==> config.mk <==
export PLATFORM = sky130hd
export DESIGN_NAME = htm_half_timer
export DESIGN_NICKNAME = d
export VERILOG_FILES = /design/src/htm_half_timer.v
export VERILOG_INCLUDE_DIRS = /design/src
export SDC_FILE = /design/constraint.sdc
export NUM_CORES = 1
export LEC_CHECK = 0
export BUFFER_PORTS_ARGS = -buffer_cell sky130_fd_sc_hd__buf_2
export CAP_MARGIN = 5
export CORE_MARGIN = 4
export CORE_UTILIZATION = 35
export DETAILED_ROUTE_END_ITERATION = 6
export PLACE_DENSITY_LB_ADDON = 0.2
export SYNTH_ARGS = -nofsm -noshare
export SYNTH_HDL_FRONTEND = slang
export SYNTH_SLANG_ARGS = --single-unit
==> constraint.sdc <==
create_clock -name i_core_clk -period 8 [get_ports i_core_clk]
set_input_delay 1.2 -clock i_core_clk [delete_from_list [all_inputs] [get_ports i_core_clk]]
set_output_delay 1.2 -clock i_core_clk [all_outputs]
set_load 0.005 [all_outputs]
==> src/htm_timer_regs.vh <==
// register offsets, field positions, encodings and reset values of the half timer
`ifndef HTM_TIMER_REGS_VH
`define HTM_TIMER_REGS_VH
// register offsets (word index on the plain port)
`define HTM_ADDR_W 4
`define HTM_OFF_CFG 4'h0
`define HTM_OFF_MODE 4'h1
`define HTM_OFF_CTL 4'h2
`define HTM_OFF_MASK 4'h3
`define HTM_OFF_RAW 4'h4
`define HTM_OFF_MIS 4'h5
`define HTM_OFF_CLR 4'h6
`define HTM_OFF_LOAD 4'h7
`define HTM_OFF_MATCH 4'h8
`define HTM_OFF_PRE 4'h9
`define HTM_OFF_VALUE 4'hA
// global configuration value that splits the timer into two halves
`define HTM_CFG_SPLIT 3'h4
// mode register fields
`define HTM_MODE_TMR_LO 0
`define HTM_MODE_CMR 2
`define HTM_MODE_AMS 3
`define HTM_TMR_ONESHOT 2'h1
`define HTM_TMR_PERIODIC 2'h2
`define HTM_TMR_CAPTURE 2'h3
// control register fields
`define HTM_CTL_EN 0
`define HTM_CTL_STALL 1
`define HTM_CTL_EVT_LO 2
`define HTM_CTL_OTE 5
`define HTM_CTL_PWML 6
// edge select encodings
`define HTM_EVT_RISE 2'h0
`define HTM_EVT_FALL 2'h1
`define HTM_EVT_BOTH 2'h3
// status, mask and clear bit positions
`define HTM_ST_TO 0
`define HTM_ST_MATCH 1
`define HTM_ST_CAP 2
// reset values
`define HTM_LOAD_RST 16'hFFFF
`define HTM_PRE_RST 8'h00
`define HTM_MATCH_RST 16'hFFFF
`define HTM_ZERO16 16'h0000
`endif

==> src/htm_half_timer.v <==
// one 16-bit half of a general timer: one-shot, periodic, edge count, edge time, pwm
`timescale 1ns/10ps
// How it works
// RQ1 - one-shot and periodic count down 16 bits, with optional 8-bit prescaler
// RQ2 - mode field picks one-shot or periodic; prescale comes from prescale register
// RQ3 - enable starts countdown; after zero, reload load and prescale next cycle
// RQ4 - one-shot stops and clears enable at terminal count; periodic keeps counting
// RQ5 - reaching zero sets raw time-out flag until software clears it
// RQ6 - unmasked time-out sets masked flag and raises the interrupt
// RQ7 - adc trigger on time-out only when trigger enable bit set
// RQ8 - writing load while running makes counter adopt it next cycle
// RQ9 - stall bit freezes counter while debugger halts processor
// RQ10 - outside signal holds each new level two clocks at least
// RQ11 - prescaler bypassed in edge count, edge time and pwm modes
// RQ12 - capture mode bit zero selects edge count; event field picks edges
// RQ13 - software sets load minus match equal to wanted edge count
// RQ14 - each edge decrements by one; at match set raw and masked match flags
// RQ15 - after match reload, clear enable, ignore edges until re-enabled
// RQ16 - capture mode bit one: free-running edge timer, one edge kind only
// RQ17 - selected edge copies count to value register and sets capture flags
// RQ18 - edge timer keeps running, reloading from load at zero
// RQ19 - pwm needs alternate select one, capture bit zero, mode two
// RQ20 - pwm reloads after zero, runs until disabled, raises no flags
// RQ21 - pwm output rises at load value, falls at match value
// RQ22 - output level bit inverts the pwm output
// RQ23 - mode value one is one-shot, two is periodic
// RQ24 - halves run independently only when global config holds four
// RQ25 - both capture modes need mode field three
// RQ26 - prescaler advances counter every prescale plus one clocks
`include "htm_timer_regs.vh"

module htm_half_timer (
  // clock and reset
  input wire i_core_clk,
  input wire i_rst,
  // register port
  input wire [`HTM_ADDR_W-1:0] i_addr,
  input wire [31:0] i_wdata,
  input wire i_wr,
  input wire i_rd,
  output reg [31:0] o_rdata,
  // system
  input wire i_dbg_halt,
  input wire i_ccp,
  // outputs
  output reg o_irq,
  output reg o_adc_trig,
  output reg o_pwm
);

  // decoded mode selection
  localparam ST_IDLE = 4'b0001;
  localparam ST_TIMER = 4'b0010;
  localparam ST_CAPT = 4'b0100;
  localparam ST_PWM = 4'b1000;

  // word map of the plain port, data in the low bits, upper bits read zero
  //   0 global config, 1 mode, 2 control, 3 interrupt mask
  //   4 raw status, 5 masked status, 6 flag clear, write ones to clear
  //   7 interval load, 8 match, 9 prescale, 10 timer value
  // mode word: [1:0] mode field, [2] capture mode bit, [3] alternate select
  // control word: [0] enable, [1] stall, [3:2] edge, [5] adc trigger, [6] invert
  // status, mask and clear share one order: time-out, match, capture event
  // software registers
  reg [2:0] global_config_reg_q;
  reg [3:0] half_timer_mode_reg_q;
  reg [6:0] control_reg_q;
  reg [2:0] interrupt_mask_reg_q;
  wire [2:0] raw_status_reg_q;
  reg [15:0] interval_load_reg_q;
  reg [15:0] match_reg_q;
  reg [7:0] prescale_reg_q;
  reg [15:0] timer_value_reg_q;
  // counting state
  reg [15:0] cnt_q;
  reg [7:0] pre_q;
  reg ccp_q;
  reg pwm_raw_q;

  // field views
  wire [1:0] timer_mode_field = half_timer_mode_reg_q[`HTM_MODE_TMR_LO+1:`HTM_MODE_TMR_LO];
  wire capture_mode_bit = half_timer_mode_reg_q[`HTM_MODE_CMR];
  wire alternate_mode_select = half_timer_mode_reg_q[`HTM_MODE_AMS];
  wire timer_enable_bit = control_reg_q[`HTM_CTL_EN];
  wire debug_stall_bit = control_reg_q[`HTM_CTL_STALL];
  wire [1:0] edge_select_field = control_reg_q[`HTM_CTL_EVT_LO+1:`HTM_CTL_EVT_LO];
  wire adc_trigger_enable = control_reg_q[`HTM_CTL_OTE];
  wire pwm_output_level = control_reg_q[`HTM_CTL_PWML];

  // mode decode, used by counter and flag logic
  function [3:0] htm_decode;
    input [2:0] cfg;
    input [1:0] tmr;
    input cmr;
    input ams;
    begin
      if (cfg != `HTM_CFG_SPLIT) begin // [RQ24]
        htm_decode = ST_IDLE;
      end else if (ams && !cmr && tmr == `HTM_TMR_PERIODIC) begin // [RQ19]
        htm_decode = ST_PWM;
      end else if (tmr == `HTM_TMR_CAPTURE) begin // [RQ25]
        htm_decode = ST_CAPT;
      end else if (tmr == `HTM_TMR_ONESHOT || tmr == `HTM_TMR_PERIODIC) begin // [RQ23]
        htm_decode = ST_TIMER;
      end else begin
        htm_decode = ST_IDLE;
      end
    end
  endfunction

  // decoded mode and register write strobes
  wire [3:0] mode = htm_decode(global_config_reg_q, timer_mode_field, capture_mode_bit,
                               alternate_mode_select);
  wire wr_ctl = i_wr && (i_addr == `HTM_OFF_CTL);
  wire wr_load = i_wr && (i_addr == `HTM_OFF_LOAD);
  wire wr_clr = i_wr && (i_addr == `HTM_OFF_CLR);

  // edge detection on the capture/compare pin; pin taken as synchronous [RQ10]
  // ccp_q idles low like the pin, so reset makes no false edge
  wire rise = i_ccp && !ccp_q;
  wire fall = !i_ccp && ccp_q;
  reg edge_hit;
  always @* begin
    case (edge_select_field)
      `HTM_EVT_RISE: edge_hit = rise; // [RQ12]
      `HTM_EVT_FALL: edge_hit = fall;
      `HTM_EVT_BOTH: edge_hit = (rise | fall) && !capture_mode_bit; // [RQ16]
      default: edge_hit = 1'b0;
    endcase
  end

  // prescaler tick only in one-shot/periodic; others bypass it
  // a prescale of zero ticks every clock, which keeps the plain 16-bit range
  wire pre_tick = (mode != ST_TIMER) || (pre_q == `HTM_PRE_RST); // [RQ11] [RQ26]
  wire halted = debug_stall_bit && i_dbg_halt; // [RQ9]
  wire run = timer_enable_bit && !halted && mode != ST_IDLE;
  wire at_zero = (cnt_q == `HTM_ZERO16);
  // time-out event: timer modes at zero on an advancing tick
  wire timeout = run && mode == ST_TIMER && at_zero && pre_tick; // [RQ3]
  // match event in edge count mode, checked once counter moved
  wire cnt_match = run && mode == ST_CAPT && !capture_mode_bit && cnt_q == match_reg_q;
  wire cap_evt = run && mode == ST_CAPT && capture_mode_bit && edge_hit; // [RQ17]

  // counter, prescaler and enable self-clear
  always @(posedge i_core_clk or posedge i_rst) begin
    if (i_rst) begin
      cnt_q <= `HTM_LOAD_RST;
      pre_q <= `HTM_PRE_RST;
      control_reg_q <= 7'h00;
      ccp_q <= 1'b0;
    end else begin
      ccp_q <= i_ccp;
      // software write comes first; hardware self-clear of enable wins
      if (wr_ctl) begin
        control_reg_q <= i_wdata[6:0];
      end
      // a load write wins over counting in every mode
      if (wr_load) begin
        cnt_q <= i_wdata[15:0]; // [RQ8]
        pre_q <= prescale_reg_q;
      end else if (run) begin
        if (mode == ST_TIMER) begin
          if (!pre_tick) begin
            pre_q <= pre_q - 8'h01; // [RQ1]
          end else if (at_zero) begin
            // zero lasts one tick, so a period is load plus one ticks
            cnt_q <= interval_load_reg_q; // [RQ3]
            pre_q <= prescale_reg_q;
            if (timer_mode_field == `HTM_TMR_ONESHOT) begin
              control_reg_q[`HTM_CTL_EN] <= 1'b0; // [RQ4]
            end
          end else begin
            cnt_q <= cnt_q - 16'h0001;
            pre_q <= prescale_reg_q;
          end
        end else if (mode == ST_CAPT && !capture_mode_bit) begin
          // edge count: the match is looked at before the next edge
          if (cnt_match) begin
            cnt_q <= interval_load_reg_q; // [RQ15]
            control_reg_q[`HTM_CTL_EN] <= 1'b0;
          end else if (edge_hit) begin
            cnt_q <= cnt_q - 16'h0001; // [RQ14]
          end
        end else if (at_zero) begin
          // edge time and pwm run free and reload the cycle after zero
          cnt_q <= interval_load_reg_q; // [RQ18] [RQ20]
        end else begin
          cnt_q <= cnt_q - 16'h0001;
        end
      end
    end
  end

  // global configuration; anything but the split value keeps the half idle
  always @(posedge i_core_clk or posedge i_rst) begin
    if (i_rst) begin
      global_config_reg_q <= 3'h0;
    end else if (i_wr && i_addr == `HTM_OFF_CFG) begin
      global_config_reg_q <= i_wdata[2:0];
    end
  end

  // mode word: mode field, capture mode bit, alternate select
  always @(posedge i_core_clk or posedge i_rst) begin
    if (i_rst) begin
      half_timer_mode_reg_q <= 4'h0;
    end else if (i_wr && i_addr == `HTM_OFF_MODE) begin
      half_timer_mode_reg_q <= i_wdata[3:0]; // [RQ2]
    end
  end

  // interrupt mask, one bit per status flag
  always @(posedge i_core_clk or posedge i_rst) begin
    if (i_rst) begin
      interrupt_mask_reg_q <= 3'h0;
    end else if (i_wr && i_addr == `HTM_OFF_MASK) begin
      interrupt_mask_reg_q <= i_wdata[2:0];
    end
  end

  // interval load; a running counter also takes it through the load strobe
  always @(posedge i_core_clk or posedge i_rst) begin
    if (i_rst) begin
      interval_load_reg_q <= `HTM_LOAD_RST;
    end else if (wr_load) begin
      interval_load_reg_q <= i_wdata[15:0];
    end
  end

  // match value for edge count and pwm
  always @(posedge i_core_clk or posedge i_rst) begin
    if (i_rst) begin
      match_reg_q <= `HTM_MATCH_RST;
    end else if (i_wr && i_addr == `HTM_OFF_MATCH) begin
      match_reg_q <= i_wdata[15:0]; // [RQ13]
    end
  end

  // prescale value, reloaded at every tick of the main counter
  always @(posedge i_core_clk or posedge i_rst) begin
    if (i_rst) begin
      prescale_reg_q <= `HTM_PRE_RST;
    end else if (i_wr && i_addr == `HTM_OFF_PRE) begin
      prescale_reg_q <= i_wdata[7:0]; // [RQ2]
    end
  end

  // sticky raw status, one flop per flag; a new event wins over a same-cycle clear
  wire [2:0] set_bits = {cap_evt, cnt_match, timeout}; // pwm raises none [RQ20]
  genvar gi;
  generate
    for (gi = 0; gi < 3; gi = gi + 1) begin : g_flag
      // each flag keeps its set and clear local to its own bit
      reg flag_q;
      always @(posedge i_core_clk or posedge i_rst) begin
        if (i_rst) begin
          flag_q <= 1'b0;
        end else if (set_bits[gi]) begin
          flag_q <= 1'b1; // [RQ5] [RQ14] [RQ17]
        end else if (wr_clr && i_wdata[gi]) begin
          flag_q <= 1'b0;
        end
      end
      assign raw_status_reg_q[gi] = flag_q;
    end
  endgenerate

  // captured count held until next selected edge
  always @(posedge i_core_clk or posedge i_rst) begin
    if (i_rst) begin
      timer_value_reg_q <= `HTM_LOAD_RST;
    end else if (cap_evt) begin
      timer_value_reg_q <= cnt_q; // [RQ17]
    end
  end

  // interrupt line from the masked flags
  wire [2:0] masked = raw_status_reg_q & interrupt_mask_reg_q; // [RQ6]
  always @(posedge i_core_clk or posedge i_rst) begin
    if (i_rst) begin
      o_irq <= 1'b0;
    end else begin
      o_irq <= |masked; // [RQ6]
    end
  end

  // one-cycle adc pulse, only with its enable
  always @(posedge i_core_clk or posedge i_rst) begin
    if (i_rst) begin
      o_adc_trig <= 1'b0;
    end else begin
      o_adc_trig <= timeout && adc_trigger_enable; // [RQ7]
    end
  end

  // raw pwm waveform; leaving pwm mode parks it low
  always @(posedge i_core_clk or posedge i_rst) begin
    if (i_rst) begin
      pwm_raw_q <= 1'b0;
    end else if (mode == ST_PWM && timer_enable_bit) begin
      if (cnt_q == interval_load_reg_q) begin
        pwm_raw_q <= 1'b1; // [RQ21]
      end else if (cnt_q == match_reg_q) begin
        pwm_raw_q <= 1'b0;
      end
    end else begin
      pwm_raw_q <= 1'b0;
    end
  end

  // pin stage; the extra flop keeps the pin glitch free at the cost of a cycle
  always @(posedge i_core_clk or posedge i_rst) begin
    if (i_rst) begin
      o_pwm <= 1'b0;
    end else begin
      o_pwm <= pwm_raw_q ^ pwm_output_level; // [RQ22]
    end
  end

  // read data one cycle after the strobe; unmapped reads as zero
  always @(posedge i_core_clk or posedge i_rst) begin
    if (i_rst) begin
      o_rdata <= 32'h00000000;
    end else if (i_rd) begin
      case (i_addr)
        `HTM_OFF_CFG: o_rdata <= {29'h0, global_config_reg_q};
        `HTM_OFF_MODE: o_rdata <= {28'h0, half_timer_mode_reg_q};
        `HTM_OFF_CTL: o_rdata <= {25'h0, control_reg_q};
        `HTM_OFF_MASK: o_rdata <= {29'h0, interrupt_mask_reg_q};
        `HTM_OFF_RAW: o_rdata <= {29'h0, raw_status_reg_q};
        `HTM_OFF_MIS: o_rdata <= {29'h0, masked};
        `HTM_OFF_LOAD: o_rdata <= {16'h0, interval_load_reg_q};
        `HTM_OFF_MATCH: o_rdata <= {16'h0, match_reg_q};
        `HTM_OFF_PRE: o_rdata <= {24'h0, prescale_reg_q};
        // a set capture mode bit shows the capture, a clear one the live count
        `HTM_OFF_VALUE: o_rdata <= {16'h0, capture_mode_bit ? timer_value_reg_q : cnt_q};
        default: o_rdata <= 32'h00000000;
      endcase
    end else begin
      o_rdata <= 32'h00000000;
    end
  end

endmodule // htm_half_timer

Word level (Yosys, flattened, before mapping). Cells that the tools add are included.

Reduce and logical (&&, ||, !) cells: 48. Bitwise gates (word level): 3. Mux-type cells: 38. Equal/unequal tests: 26. Add/sub/neg operators: 2.

Operators with widths (count): 16-bit case mux with 10 select lines (1); 16-bit two-way mux (9); 16-bit equality test (2); 32-bit two-way mux (1); 8-bit two-way mux (4); 1-bit logical AND (30); 4-bit by 3-bit equality test with 1-bit output (second input constant) (5); 1-bit two-way mux (18); 4-bit equality test (second input constant) (4); 16-bit zero test (1); 16-bit by 1-bit subtractor with 16-bit output (second input constant) (1); 4-bit by 2-bit equality test with 1-bit output (second input constant) (3); 2-bit nonzero test (5); 8-bit zero test (1); 4-bit two-way mux (2); 8-bit by 1-bit subtractor with 8-bit output (second input constant) (1); 2-bit equality test (second input constant) (3); 3-bit != test (second input constant) (2); 5-bit != test (second input constant) (1); 2-bit by 1-bit equality test with 1-bit output (second input constant) (2); 4-bit by 1-bit equality test with 1-bit output (second input constant) (1); 1-bit zero test (4); 4-bit zero test (1); 4-bit by 1-bit != test with 1-bit output (second input constant) (1); 13 further kinds (14).

Output and inout bits: 35. Register bits: 137.

Longest topological paths before layout.
Word-level depth: 16. Mapped depth: 11. Depth with buffers taken out: 9.

Worst setup path after synthesis. Ideal clock, no wire load.

Path type: input port to flip-flop. Start: input i_addr[1]. End: register pre_q[7]. Required time: 7866 ps. Slack: 5023 ps. Buffers on the path: 3. Cell stages on the path: 10. Arrival time: 2843 ps. Library setup time: 134 ps. Cells stage by stage: clkbuf_1 > nor2b_1 > and2_1 > clkbuf_1 > nand2_1 > nand2_2 > clkbuf_1 > nor2_1 > o21ai_0 > o21ai_0.

Cells in the longest elaborated chain, start to end: 4.

RTL lines: start: declaration (line htm_half_timer.v:37) `` input wire [`HTM_ADDR_W-1:0] i_addr, ``; 4-bit by 3-bit equality test with 1-bit output (*); 1-bit logical AND (*) (line htm_half_timer.v:115) `` wire wr_load = i_wr && (i_addr == `HTM_OFF_LOAD); ``; 2-bit nonzero test (no line); 2-bit AND reduction (no line); end signal: assignment (line htm_half_timer.v:148) `` pre_q <= `HTM_PRE_RST; ``; end signal: assignment (line htm_half_timer.v:160) `pre_q <= prescale_reg_q;`; end signal: assignment (line htm_half_timer.v:164) `pre_q <= pre_q - 8'h01;`; end: declaration (line htm_half_timer.v:76) `reg [7:0] pre_q;`.

Mark *: on every way between the ends. The rest lies on a longest branch, timed or not. A chain may end at the register's enable or synchronous reset.

Final worst setup path.
Start: input i_addr[1]. End: register pre_q[6].

Same word-level chain as after synthesis.

==> results.toml <==
[grt]
gr-usage-all-layers_pct = 17.3
grt_max_degree = 71
grt_pass1_vias = 5151
grt_pass1_wl_um = 29300
grt_overflow = 0
antenna_found_initial = 0

[logic_synthesis]
seq_area_frac_synth_pct = 46.4
synth_seq_cells = 121
synth_edf_count = 0
syn_avg_cell_area_sq_um = 10.1
ys_types = 60
syn_inst = 664
synth_area_sq_um = 6700
synth.top_cell.area_share_pct = 25.1
ys.flop_type = "dfstp_2"
yosysWarningCount = 0
async_flop_share_pct = 100
synth_top_area_cell = "dfstp_2"
synth_area_leaders = "dfstp_2 25%, dfrtp_1 21%, mux2_2 9.9%"

[detailed_routing]
antenna_left = 0
dr.pass1.iters = 5
wirelength_um = 18200
vias_per_cell = 5.43
drcViolationCount = 0
wl_per_cell_um = 19.5
drtIter0Drc = 316
vias = 5075

[clock_tree]
cts_sinks = 121
clk_latency_ns = 0.42
cts_setup_buffers = 0
cts_root_buf = "clkbuf_16"
numCtsBuffers = 17
holdBufCountCts = 0
cts_buffer_depth = 2
tritoncts = "done"
clkSlewWorstSetupHoldPaths_ns = 0.05
h-tree-depth = 4
ctsResizeCount = 0

[cells_and_area]
layout.cells.non_filler = 935
n_antenna_cell = 0
n_fill_cell = 1856
area_delta_synth_final_pct = 13.0
layout.nets = 740
postLayoutCoreUtil_pct = 40.3
drive_gt1_share_pct = 30.7

[worst_setup_path]
cp-start-kind = "input port"
critPathKind = "in -> reg"
required_ns = 8.25
critPathCaptureType = "flop"
worstPathArrival_ns = 3.75
path_max_fanout = 34

[placed_design]
gp_congestion = 0.834
preCtsSetupSlack_ns = 4.08
portBuffers = 44
dp_hpwl_um = 12300
dpl.cell_count = 903

[floorplanning]
ios = 77
start_util_pct = 35.7
die_area_sq_um = 21400
fp-row-count = 50
die_w_um = 146
coreArea_sq_um = 18800
die_h_um = 146

[job]
drv_cap = 0

[pwr]
ir_worst_vdd_mv = 0.106
p_per_area_nw_per_um2 = 302
power_mw = 2.29
p_leak_nw = 3.29

[timing]
worst_pin_slew_ns = 1.02
skew_ns = 0.00858
setup_violations = 0
worst_slack_ns = 4.49
fmax_ghz = 0.285
finalHoldViolations = 0
fin_crit_sh_pct = 43.8
slew_viol_final = 0
relSlewSlack_pct = 31.5
rsz0062_at_grt = "no"
finalCriticalPeriod_ns = 3.51
setup_tns_ns = 0

[hold_path]
holdCritPathClass = "reg -> reg"

[outcome]
status = "finished, final reports clean"
## routing by layer
metal  up-vias  global-route usage (%)  wire length, um
met5         -                       0                0
met4         0                    5.79              278
met3        22                    3.23              822
met1      2544                    23.6             8430
met2       145                    27.8             8700
li1       2364                       -                -
## cells in the final DEF (no fill, tap or decap), drive strengths merged, types with 3 or more instances in the layout
cell and n:
a211o 9, a21oi 18, a221oi 10, a222oi 6, a22o 3, a32oi 4, and2 4, buf 50
clkbuf 24, clkinv 4, conb 16, dfrtp 57, dfstp 64, ha 10, inv 14, mux2 59
mux2i 17, nand2 95, nand2b 3, nand3 29, nand4 8, nor2 49, nor2b 3, nor3 18
nor3b 7, nor4 10, o2111ai 3, o211ai 7, o21ai 26, xnor2 24, xor2 21
## logic make-up (layout without fill, tap and decap cells)
group	count (synthesis)	in the layout	share of synthesized area (%)
other cells	1	16	0.0559
xor+xnor	45	45	5.88
fa+ha+maj	10	10	1.87
mux	77	77	12.8
compound gates	97	97	10.2
simple gates	239	239	17.1
flops	121	121	46.4
buf+inv	74	96	5.71
## final cells by class
cell class / count / area (sq um) / area share (%)
Clock buffer: 24 / 482 / 6.36
Clock inverter: 8 / 95.1 / 1.26
Inverter: 14 / 55.1 / 0.727
Multi-Input combinational cell: 484 / 3270 / 43.2
Sequential cell: 121 / 3110 / 41.1
Tap cell: 234 / 293 / 3.87
Timing Repair Buffer: 50 / 265 / 3.50
## sequential cells by signal (all words and copies together) (netlist names), 3 cells and up
register               count
interrupt_mask_reg_q       3
interval_load_reg_q       16
control_reg_q              7
match_reg_q               16
half_timer_mode_reg_q      4
prescale_reg_q             8
g_flag.flag_q              3
cnt_q                     16
timer_value_reg_q         16
pre_q                      8
o_rdata                   16
global_config_reg_q        3
## critical path, stage by stage
cell	delay (ns)
buf_2	0.28
nor2b_1	0.41
and2_1	0.72
nand2_1	0.11
buf_4	0.30
nand2_2	0.37
nor2_1	0.08
o21ai_0	0.14
o21ai_0	0.12
## per-stage QoR
step                      instance area [sq um]  hold WS, ns
after floorplan                            6760        0.439
after global placement                     6990        0.469
after detailed placement                   6990        0.476
after CTS                                  7570        0.484
after global routing                       7570        0.495
final                                      7570        0.479
## report_power, final
group	total, mW	leakage, nW	switching (mW)	internal, mW
clock network	0.749	0.280	0.268	0.481
registers	0.981	1.41	0.190	0.791
logic	0.560	1.60	0.292	0.268
total	2.29	3.29	0.750	1.54
## synthesized netlist by cell type (17+ instances only)
library cell / n
a21oi_1: 18
clkbuf_1: 23
dfrtp_1: 57
dfstp_2: 64
mux2_2: 59
mux2i_1: 17
nand2_1: 94
nand3_1: 28
nor2_1: 49
nor3_1: 18
o21ai_0: 26
xnor2_1: 24
xor2_1: 21
## worst paths after layout
| kind | slack, ns | depth (start not counted) | endpoint | startpoint |
|---|---|---|---|---|
| worst min-delay path | 0.48 | 2 | timer_value_reg_q[0] | timer_value_reg_q[0] |
| worst min register to register | 0.48 | 2 | timer_value_reg_q[0] | timer_value_reg_q[0] |
| worst max-delay path | 4.49 | 9 | pre_q[6] | i_addr[1] |
| worst max register to register | 4.77 | 9 | pre_q[0] | half_timer_mode_reg_q[0] |
| min in group asynchronous | 0.89 | 2 | o_rdata[3] | i_rst |
| max in group asynchronous | 5.77 | 3 | o_rdata[10] | i_rst |
Note: power is estimated with default switching activity, not from simulation.
